==> src/rtl/scm_pkg.sv <==
// constants for the supply and clock monitor register bank
package scm_pkg;

    // register select codes on the command port
    typedef enum logic [1:0] {
        SEL_CLK_MON_ENABLES = 2'h0,
        SEL_LOW_FLAGS       = 2'h1,
        SEL_HIGH_FLAGS      = 2'h2,
        SEL_EXT_FLAGS       = 2'h3
    } scm_sel_t;

    localparam int REG_W = 8;

    // clock monitor enables field positions
    localparam int BOOST_CLK_CHECK_EN_BIT       = 6;
    localparam int SECOND_BUCK_CLK_CHECK_EN_BIT = 4;
    localparam int FIRST_BUCK_CLK_CHECK_EN_BIT  = 3;
    localparam int SOURCE_CLK_CHECK_EN_BIT      = 2;
    localparam int SYNC_INPUT_CLK_CHECK_EN_BIT  = 1;

    // undervoltage flag positions
    localparam int INPUT_SUPPLY_LOW_BIT = 6;
    localparam int INTERNAL_REG_LOW_BIT = 4;
    localparam int BOOST_LOW_BIT        = 3;
    localparam int SECOND_BUCK_LOW_BIT  = 1;
    localparam int FIRST_BUCK_LOW_BIT   = 0;

    // overvoltage flag positions
    localparam int IO_SUPPLY_HIGH_BIT    = 7;
    localparam int INPUT_SUPPLY_HIGH_BIT = 6;
    localparam int INTERNAL_REG_HIGH_BIT = 4;
    localparam int BOOST_HIGH_BIT        = 3;
    localparam int SECOND_BUCK_HIGH_BIT  = 1;
    localparam int FIRST_BUCK_HIGH_BIT   = 0;

    // external monitor flag positions
    localparam int EXT_TWO_HIGH_BIT = 5;
    localparam int EXT_TWO_LOW_BIT  = 4;
    localparam int EXT_ONE_HIGH_BIT = 1;
    localparam int EXT_ONE_LOW_BIT  = 0;

    // implemented-bit masks, reserved bits are zero
    localparam logic [REG_W-1:0] CLK_MON_MASK   = 8'h5E;
    localparam logic [REG_W-1:0] LOW_MASK       = 8'h5B;
    localparam logic [REG_W-1:0] HIGH_MASK      = 8'hDB;
    localparam logic [REG_W-1:0] EXT_MASK       = 8'h33;

    // reset values
    localparam logic [REG_W-1:0] CLK_MON_RESET  = 8'h5C;
    localparam logic [REG_W-1:0] FLAGS_RESET    = 8'h00;

endpackage : scm_pkg

==> src/rtl/scm_regs.sv <==
// clock monitor enable register and clear-on-read voltage status registers
// Contract
// - bit 6 enables boost clock check, reset 1
// - bit 4 enables second buck check, reset 1
// - bit 3 enables first buck check, reset 1
// - bit 2 enables clock source check, reset 1
// - bit 1 enables sync input check, reset 0
// - enable encoding: 0 off, 1 on
// - status flags latch high until read
// - read clears flag only if condition gone
// - status zero at power-on, updated by read
// - low flags: input bit 6, internal 4
// - low flags: boost 3, second_buck 1, first_buck 0
// - high flags: io 7, input 6, internal 4
// - high flags: boost 3, second_buck 1, first_buck 0
// - input high flag mirrors off-state copy
// - ext flags: monitor two high 5, low 4
// - ext flags: monitor one high 1, low 0
// - external detection masked while monitor disabled
// - flag 1 means fault, 0 none
// - control writes accepted only when unlocked
// - control resets on power-on and RESET state
module scm_regs
    import scm_pkg::*;
(
    // clock and power-on reset
    input  wire logic             CLK_SYS,
    input  wire logic             RSTN,
    // device state
    input  wire logic             DEVICE_RESET_STATE,
    input  wire logic             CTRL_LOCK,
    // register command port
    input  wire logic             CMD_RD,
    input  wire logic             CMD_WR,
    input  wire logic [1:0]       CMD_SEL,
    input  wire logic [REG_W-1:0] CMD_WDATA,
    output logic      [REG_W-1:0] RD_DATA,
    output logic                  RD_VALID,
    output logic                  WR_ACCEPTED,
    output logic                  WR_REFUSED,
    // monitor conditions, one bit per flag position, and external monitor enables
    input  wire logic [REG_W-1:0] LOW_COND,
    input  wire logic [REG_W-1:0] HIGH_COND,
    input  wire logic [REG_W-1:0] EXT_COND,
    input  wire logic             EXT_ONE_ENABLED,
    input  wire logic             EXT_TWO_ENABLED,
    // clock monitor enables
    output logic                  BOOST_CLK_CHECK_EN,
    output logic                  SECOND_BUCK_CLK_CHECK_EN,
    output logic                  FIRST_BUCK_CLK_CHECK_EN,
    output logic                  SOURCE_CLK_CHECK_EN,
    output logic                  SYNC_INPUT_CLK_CHECK_EN,
    // mirrored input overvoltage flag
    output logic                  INPUT_SUPPLY_HIGH_FLAG
);

    logic [REG_W-1:0] clk_mon_ff;
    logic [REG_W-1:0] low_ff;
    logic [REG_W-1:0] high_ff;
    logic [REG_W-1:0] ext_ff;
    logic [REG_W-1:0] nxt_low;
    logic [REG_W-1:0] nxt_high;
    logic [REG_W-1:0] nxt_ext;
    logic [REG_W-1:0] ext_cond_masked;
    logic [REG_W-1:0] rd_mux;
    logic             low_clr;
    logic             high_clr;
    logic             ext_clr;
    logic             ctrl_wr_hit;
    logic [REG_W-1:0] rd_data_ff;
    logic             rd_valid_ff;
    logic             wr_acc_ff;
    logic             wr_ref_ff;
    // next values and decode
    logic [REG_W-1:0] nxt_clk_mon;
    logic [REG_W-1:0] nxt_rd_data;
    logic             nxt_rd_valid;
    logic             nxt_wr_acc;
    logic             nxt_wr_ref;
    logic             ctrl_wr_take;
    scm_sel_t         cmd_sel;
    // masked read views
    logic [REG_W-1:0] ctl_view;
    logic [REG_W-1:0] low_view;
    logic [REG_W-1:0] high_view;
    logic [REG_W-1:0] ext_view;

    // sticky flag: condition sets, read clears only a departed condition
    function automatic logic flag_next(input logic flag, input logic cond, input logic clr);
        if (cond)
        begin
            flag_next = 1'b1;
        end
        else if (clr)
        begin
            flag_next = 1'b0;
        end
        else
        begin
            flag_next = flag;
        end
    endfunction : flag_next

    function automatic logic [REG_W-1:0] sel_read(input logic [1:0] sel,
                                                  input logic [REG_W-1:0] ctl,
                                                  input logic [REG_W-1:0] lo,
                                                  input logic [REG_W-1:0] hi,
                                                  input logic [REG_W-1:0] ex);
        case (scm_sel_t'(sel))
            SEL_CLK_MON_ENABLES: sel_read = ctl;
            SEL_LOW_FLAGS:       sel_read = lo;
            SEL_HIGH_FLAGS:      sel_read = hi;
            SEL_EXT_FLAGS:       sel_read = ex;
            default:             sel_read = FLAGS_RESET;
        endcase
    endfunction : sel_read

    assign cmd_sel = scm_sel_t'(CMD_SEL);

    // clearing strobes; a read of a status register updates it
    always_comb
    begin
        low_clr  = 1'b0;
        high_clr = 1'b0;
        ext_clr  = 1'b0;
        if (CMD_RD)
        begin
            case (cmd_sel)
                SEL_LOW_FLAGS:  low_clr  = 1'b1;
                SEL_HIGH_FLAGS: high_clr = 1'b1;
                SEL_EXT_FLAGS:  ext_clr  = 1'b1;
                default:
                begin
                    low_clr = 1'b0;
                end
            endcase
        end
    end

    // external detection masked while its monitor is off
    always_comb
    begin
        ext_cond_masked = '0;
        if (EXT_ONE_ENABLED)
        begin
            ext_cond_masked[EXT_ONE_HIGH_BIT] = EXT_COND[EXT_ONE_HIGH_BIT];
            ext_cond_masked[EXT_ONE_LOW_BIT]  = EXT_COND[EXT_ONE_LOW_BIT];
        end
        if (EXT_TWO_ENABLED)
        begin
            ext_cond_masked[EXT_TWO_HIGH_BIT] = EXT_COND[EXT_TWO_HIGH_BIT];
            ext_cond_masked[EXT_TWO_LOW_BIT]  = EXT_COND[EXT_TWO_LOW_BIT];
        end
    end

    // reserved positions always read zero
    assign ctl_view  = clk_mon_ff & CLK_MON_MASK;
    assign low_view  = low_ff & LOW_MASK;
    assign high_view = high_ff & HIGH_MASK;
    assign ext_view  = ext_ff & EXT_MASK;

    // per-bit next values, reserved positions stay zero
    genvar gi;
    generate
        for (gi = 0; gi < REG_W; gi++)
        begin : g_low
            assign nxt_low[gi] = LOW_MASK[gi]
                                 ? flag_next(low_ff[gi], LOW_COND[gi], low_clr) : 1'b0;
        end
        for (gi = 0; gi < REG_W; gi++)
        begin : g_high
            assign nxt_high[gi] = HIGH_MASK[gi]
                                  ? flag_next(high_ff[gi], HIGH_COND[gi], high_clr) : 1'b0;
        end
        for (gi = 0; gi < REG_W; gi++)
        begin : g_ext
            assign nxt_ext[gi] = EXT_MASK[gi]
                                 ? flag_next(ext_ff[gi], ext_cond_masked[gi], ext_clr) : 1'b0;
        end
    endgenerate

    // status registers, zero on power-on reset only
    always_ff @(posedge CLK_SYS or negedge RSTN)
    begin
        if (!RSTN)
        begin
            low_ff <= FLAGS_RESET;
        end
        else
        begin
            low_ff <= nxt_low;
        end
    end

    always_ff @(posedge CLK_SYS or negedge RSTN)
    begin
        if (!RSTN)
        begin
            high_ff <= FLAGS_RESET;
        end
        else
        begin
            high_ff <= nxt_high;
        end
    end

    always_ff @(posedge CLK_SYS or negedge RSTN)
    begin
        if (!RSTN)
        begin
            ext_ff <= FLAGS_RESET;
        end
        else
        begin
            ext_ff <= nxt_ext;
        end
    end

    // a write lands only on the unlocked control register outside RESET state
    assign ctrl_wr_hit  = CMD_WR && (cmd_sel == SEL_CLK_MON_ENABLES);
    assign ctrl_wr_take = ctrl_wr_hit && !CTRL_LOCK && !DEVICE_RESET_STATE;

    // next control value: RESET state wins over a write
    always_comb
    begin
        nxt_clk_mon = clk_mon_ff;
        if (DEVICE_RESET_STATE)
        begin
            nxt_clk_mon = CLK_MON_RESET;
        end
        else if (ctrl_wr_take)
        begin
            nxt_clk_mon = CMD_WDATA & CLK_MON_MASK;
        end
    end

    // clock monitor enables
    always_ff @(posedge CLK_SYS or negedge RSTN)
    begin
        if (!RSTN)
        begin
            clk_mon_ff <= CLK_MON_RESET;
        end
        else
        begin
            clk_mon_ff <= nxt_clk_mon;
        end
    end

    // write answers: one pulse, stored or refused
    always_comb
    begin
        nxt_wr_acc = 1'b0;
        nxt_wr_ref = 1'b0;
        if (CMD_WR)
        begin
            nxt_wr_acc = ctrl_wr_take;
            nxt_wr_ref = !ctrl_wr_take;
        end
    end

    // answer pulses last one cycle each
    always_ff @(posedge CLK_SYS or negedge RSTN)
    begin
        if (!RSTN)
        begin
            wr_acc_ff <= 1'b0;
        end
        else
        begin
            wr_acc_ff <= nxt_wr_acc;
        end
    end

    always_ff @(posedge CLK_SYS or negedge RSTN)
    begin
        if (!RSTN)
        begin
            wr_ref_ff <= 1'b0;
        end
        else
        begin
            wr_ref_ff <= nxt_wr_ref;
        end
    end

    // read data captured before the clearing takes effect
    assign rd_mux = sel_read(CMD_SEL, ctl_view, low_view, high_view, ext_view);

    // the answer shows the pre-clear flags; data holds until the next read
    always_comb
    begin
        nxt_rd_valid = CMD_RD;
        nxt_rd_data  = rd_data_ff;
        if (CMD_RD)
        begin
            nxt_rd_data = rd_mux;
        end
    end

    // read strobe answer
    always_ff @(posedge CLK_SYS or negedge RSTN)
    begin
        if (!RSTN)
        begin
            rd_valid_ff <= 1'b0;
        end
        else
        begin
            rd_valid_ff <= nxt_rd_valid;
        end
    end

    always_ff @(posedge CLK_SYS or negedge RSTN)
    begin
        if (!RSTN)
        begin
            rd_data_ff <= FLAGS_RESET;
        end
        else
        begin
            rd_data_ff <= nxt_rd_data;
        end
    end

    assign RD_DATA     = rd_data_ff;
    assign RD_VALID    = rd_valid_ff;
    assign WR_ACCEPTED = wr_acc_ff;
    assign WR_REFUSED  = wr_ref_ff;

    // 1 enables a monitor, 0 disables it
    assign BOOST_CLK_CHECK_EN       = clk_mon_ff[BOOST_CLK_CHECK_EN_BIT];
    assign SECOND_BUCK_CLK_CHECK_EN = clk_mon_ff[SECOND_BUCK_CLK_CHECK_EN_BIT];
    assign FIRST_BUCK_CLK_CHECK_EN  = clk_mon_ff[FIRST_BUCK_CLK_CHECK_EN_BIT];
    assign SOURCE_CLK_CHECK_EN      = clk_mon_ff[SOURCE_CLK_CHECK_EN_BIT];
    assign SYNC_INPUT_CLK_CHECK_EN  = clk_mon_ff[SYNC_INPUT_CLK_CHECK_EN_BIT];

    // same latch as the off-state copy of this flag
    assign INPUT_SUPPLY_HIGH_FLAG   = high_ff[INPUT_SUPPLY_HIGH_BIT];

endmodule : scm_regs

==> config.mk <==
export PLATFORM = sky130hd
export DESIGN_NAME = scm_regs
export DESIGN_NICKNAME = d
export VERILOG_FILES = /design/src/rtl/scm_pkg.sv /design/src/rtl/scm_regs.sv
export SDC_FILE = /design/constraint.sdc
export NUM_CORES = 1
export LEC_CHECK = 0
export BUFFER_PORTS_ARGS = -buffer_cell sky130_fd_sc_hd__buf_2
export CAP_MARGIN = 20
export CORE_MARGIN = 1.5
export CORE_UTILIZATION = 49
export DETAILED_ROUTE_END_ITERATION = 10
export PLACE_DENSITY = 0.81
export SLEW_MARGIN = 20
export SYNTH_ARGS = -nofsm -noshare
export SYNTH_HDL_FRONTEND = slang
export SYNTH_SLANG_ARGS = --single-unit
==> constraint.sdc <==
create_clock -name CLK_SYS -period 1.5 [get_ports CLK_SYS]
set_input_delay 0.075 -clock CLK_SYS [delete_from_list [all_inputs] [get_ports CLK_SYS]]
set_output_delay 0.075 -clock CLK_SYS [all_outputs]
set_load 0.005 [all_outputs]
; ---- Word-level counts from Yosys, hierarchy flattened
; Cells that the tools add are included.
[totals]
register_bits = 33
inputBits = 42
wordCells = 77
[classes]
eq_ne = 3
muxes = 31
n_reduce_logical = 23
[ops]
columns = operator, n
row1 = case mux 8 bit (4 select lines), 1
row2 = nonzero test 2 bit, 16
row3 = two-way mux 1 bit, 26
row4 = two-way mux 7 bit, 2
row5 = equality test 2 bit (second input constant), 2
row6 = two-way mux 2 bit, 2
row7 = logical AND 1 bit, 3
row8 = zero test 1 bit, 3
row9 = equality test 2 x 1 -> 1 bit (second input constant), 1
row10 = zero test 2 bit, 1

; ---- Logic depth before layout (Yosys ltp)
[logic_depth]
word_depth = 6
depth_mapped = 5
ltp_nobuf = 4

; ---- Worst setup path after synthesis
; No wires, ideal clock.
[synth_path]
path_type = flip-flop to flip-flop
startpoint = reg clk_mon_ff[1]
endpoint = reg rd_data_ff[1] (netlist: RD_DATA[1])
arrival_time_ps = 826
slack_ps = 546
path_stages_with_launch = 4
path_buffers = 0
cell_sequence = dfrtp_1 > mux2_2 > a21oi_1 > o21ai_0
[synth_via]
elab_chain_len = 1
[synth_lines]
columns = element, line
row1 = from (decl), scm_regs.sv:57  ; logic [REG_W-1:0] clk_mon_ff;
row2 = from (signal assigned), scm_regs.sv:246  ; clk_mon_ff <= nxt_clk_mon;
row3 = case mux 8 bit (4 select lines), scm_regs.sv:109  ; case (scm_sel_t'(sel))
row4 = to (signal assigned), scm_regs.sv:322  ; rd_data_ff <= nxt_rd_data;
row5 = to (decl), scm_regs.sv:70  ; logic [REG_W-1:0] rd_data_ff;
; No other way between the ends.
; A chain may end at the register's enable or synchronous reset.

; ---- Worst setup path after layout
[layout_path]
startpoint = in EXT_COND[0]
endpoint = reg ext_ff[0]
[layout_via]
elab_chain_len = 2
word_cells_on_any_way = 3
[layout_lines]
columns = element, line
row1 = from (decl), scm_regs.sv:44  ; input wire logic [REG_W-1:0] EXT_COND,
row2 = two-way mux 2 bit (*), scm_regs.sv:144  ; if (EXT_ONE_ENABLED)
row3 = two-way mux 1 bit / nonzero test 2 bit (equally long branches), n/a
row4 = to (signal assigned), scm_regs.sv:215  ; ext_ff <= nxt_ext;
row5 = to (decl), scm_regs.sv:60  ; logic [REG_W-1:0] ext_ff;
; Every way passes the cells marked *; elsewhere a longest branch is shown, timed or not.

==> impl_metrics.py <==
metrics = {
    "outcome": {
        "status": "finished clean",
    },
    "worst_setup_path": {
        "crit_slowest_cell": "dlygate4sd3_1",
        "crit_path_frequent_cell": "dlygate4sd3_1",
        "critPathBufInv": 3,
        "r2r_start": "ext_ff[0]",
        "cp_cell_sequence": "dlygate4sd3_1, buf_2, a22o_1, dlygate4sd3_1",
        "critPathArrivalTime_ps": 1500,
        "critical_path.top_delay_family": "buffers and inverters",
        "end_kind": "flop",
        "slowest_delay_ps": 560,
        "startpoint_type": "primary input",
        "setup.worst_path.class": "in -> reg",
        "critPathRequiredTime_ps": 1710,
        "cp_max_fo": 1,
        "crit_path_start": "EXT_COND[0]",
    },
    "global_route": {
        "antenna_found_initial": 0,
        "grt_pass1_vias": 1119,
        "grt.overflow.total": 0,
        "grt_max_degree": 32,
        "grt_pass1_wl_um": 4685,
        "grt_usage_pct": 23.30,
    },
    "power": {
        "max-vdd-ir-drop_v": 0.0009031,
        "power_density_mw_per_mm2": 1014,
        "p_leak_nw": 0.8482,
    },
    "sta": {
        "rsz0062_at_grt": "no",
        "period_needed_ps": 1283,
        "period_share_pct": 85.53,
        "timing.fmax_ghz": 0.7794,
        "finalMaxSlewViolations": 0,
        "finalSetupViolations": 0,
        "fin_skew_ps": 4.376,
        "fin_tns_setup_ps": 0,
        "report.final.hold_viol_count": 0,
        "slew-limit-headroom_pct": 54.94,
        "tightest_slew_ps": 675.8,
    },
    "detailed_routing": {
        "drc_errors": 0,
        "dr.pass1.iters": 4,
        "drt_iter0_drc": 21,
        "viasPerCell": 5.382,
        "ant_nets": 0,
        "met3WireLength_um": 217,
        "wl_met1_um": 1228,
        "num_vias": 1098,
        "drt-total-wl_um": 2956,
        "routedWlPerCell_um": 14.49,
        "routed-wl-met2_um": 1478,
        "top_layer_used": "met4",
    },
    "logic_synthesis": {
        "yosysWarnings": 0,
        "synthFlopType": "dfrtp_1",
        "synth_edf_count": 0,
        "syn-instance-count": 99,
        "ys_top_cells_by_count": "dfrtp_1 (27), a21o_1 (11), a22o_1 (5)",
        "yosys.cell_count.top_type": "dfrtp_1",
        "netlist.area_leader.share_pct": 53.10,
        "syn-num-nets": 141,
        "synth_area_leaders": "dfrtp_1 (53%), dfstp_2 (8.3%), a21o_1 (6.5%)",
        "yosys.area.top_type": "dfrtp_1",
        "ys_types": 32,
        "syn-cell-area_mm2": 0.001272,
        "async_reset_ff_share_pct": 100.0,
        "seq_area_frac_synth_pct": 61.36,
        "synth_seq_cells": 31,
        "avgSynthCellArea_um2": 12.85,
    },
    "floorplan": {
        "core_area_mm2": 0.002477,
        "io_pins": 59,
        "start_util_pct": 51.36,
        "rows": 18,
        "die_area_mm2": 0.002912,
        "dieWidth_um": 53.96,
        "die_y_um": 53.96,
    },
    "clock_tree": {
        "clockRootBuffer": "clkbuf_4",
        "cts_setup_buffers": 0,
        "cts.clk_slew.worst_paths_ps": 90,
        "cts_buffers": 5,
        "clk_path_buf_depth": 2,
        "cts.repair.resized": 0,
        "cts_tree": "done",
        "cts_sinks": 31,
        "worstSkewPairLatency_ps": 330,
        "h-tree-depth": 2,
    },
    "place": {
        "routabilityCongestion": 0.7115,
        "port_buffers": 46,
        "post-dp-hpwl_um": 1809,
        "post-place-cells": 170,
    },
    "min_path": {
        "hold_class": "in -> reg",
        "min-delay-start": "CMD_RD",
    },
    "finish": {
        "drive_gt1_share_pct": 37.36,
        "n_antenna_cell": 0,
        "areaGrowthSynthToFinish_pct": 45.82,
        "nFillCells": 181,
        "fin_cells": 204,
        "nets": 215,
    },
    "flow_run": {
        "cap_viol_max_count": 0,
    },
}
per-layer routing:
metal,global-route usage (%),up-vias
met5,0,-
met4,11.54,0
met3,6.111,4
met2,40.65,56
met1,26.04,535
li1,-,503
sequential cells by signal, summed over array words and instances, names as in the netlist:
register     count
low_ff           5
RD_VALID         1
RD_DATA          8
clk_mon_ff       5
WR_ACCEPTED      1
WR_REFUSED       1
ext_ff           4
high_ff          6
stage by stage:
stage,setup WS (ps),hold slack (ps),instance area [µm²],util (%),power [mW]
finish,217.0,20.40,1856,74.90,1.881
global route,202.0,25.98,1856,74.90,1.955
CTS,239.4,6.918,1856,74.90,1.886
detailed placement,338.3,149.2,1509,60.91,1.148
global placement,380.0,135.4,1509,60.91,1.137
floorplan,546.5,-220.6,1272,-,1.040
worst paths after layout:
path	endpoint	slack (ps)	depth (start not counted)
setup reg to reg	ext_ff[0]	230	2
max in group asynchronous	ext_ff[1]	760	2
setup / recovery	ext_ff[0]	220	4
hold reg to reg	high_ff[0]	480	1
hold / removal	RD_VALID	20	1
min in group asynchronous	WR_REFUSED	310	2
what timing repair did:
item | 4_1_cts | 5_1_grt
endpoints found under the hold margin | 48 | 0
endpoints found under the setup margin | 0 | 0
hold buffers | 26 | 0
area by class of cell:
cell class | count | area, µm² | share of cell area, %
Clock inverter | 2 | 35.03 | 1.888
Timing Repair Buffer | 72 | 490.5 | 26.43
Inverter | 5 | 18.77 | 1.011
Sequential cell | 31 | 780.7 | 42.08
Clock buffer | 6 | 51.30 | 2.765
Multi-Input combinational cell | 58 | 441.7 | 23.80
Tap cell | 30 | 37.54 | 2.023
cell families after synthesis:
family / count (synthesis) / share of synthesized area, %
AOI/OAI and AO/OA: 33 / 19.17
DFF: 31 / 61.36
and+or+nand+nor: 18 / 9.735
buffers and inverters: 10 / 3.933
muxes: 7 / 5.801
power breakdown:
part | total [mW] | switching [mW] | internal (mW)
logic | 0.269 | 0.111 | 0.158
clock network | 0.685 | 0.291 | 0.394
registers | 0.927 | 0.0330 | 0.894
total | 1.88 | 0.435 | 1.45
placed cells by master (no fill, tap or decap), types with 2 or more instances in the layout:
master / synthesis / layout
nand2_1: 3 / 3
dlygate4sd3_1: 0 / 26
o22a_1: 4 / 4
a21o_1: 11 / 11
dfrtp_1: 27 / 27
inv_1: 4 / 4
clkbuf_4: 0 / 5
o21ai_0: 2 / 2
nand3b_1: 2 / 2
nor2_1: 2 / 2
mux2_2: 3 / 3
a21oi_1: 3 / 3
buf_2: 1 / 46
o211ai_1: 2 / 2
dfstp_2: 4 / 4
mux2i_1: 4 / 4
nor2b_1: 3 / 3
a22o_1: 5 / 5
or2_1: 2 / 2
o21a_1: 2 / 2
Note: power is estimated with default switching activity, not from simulation.
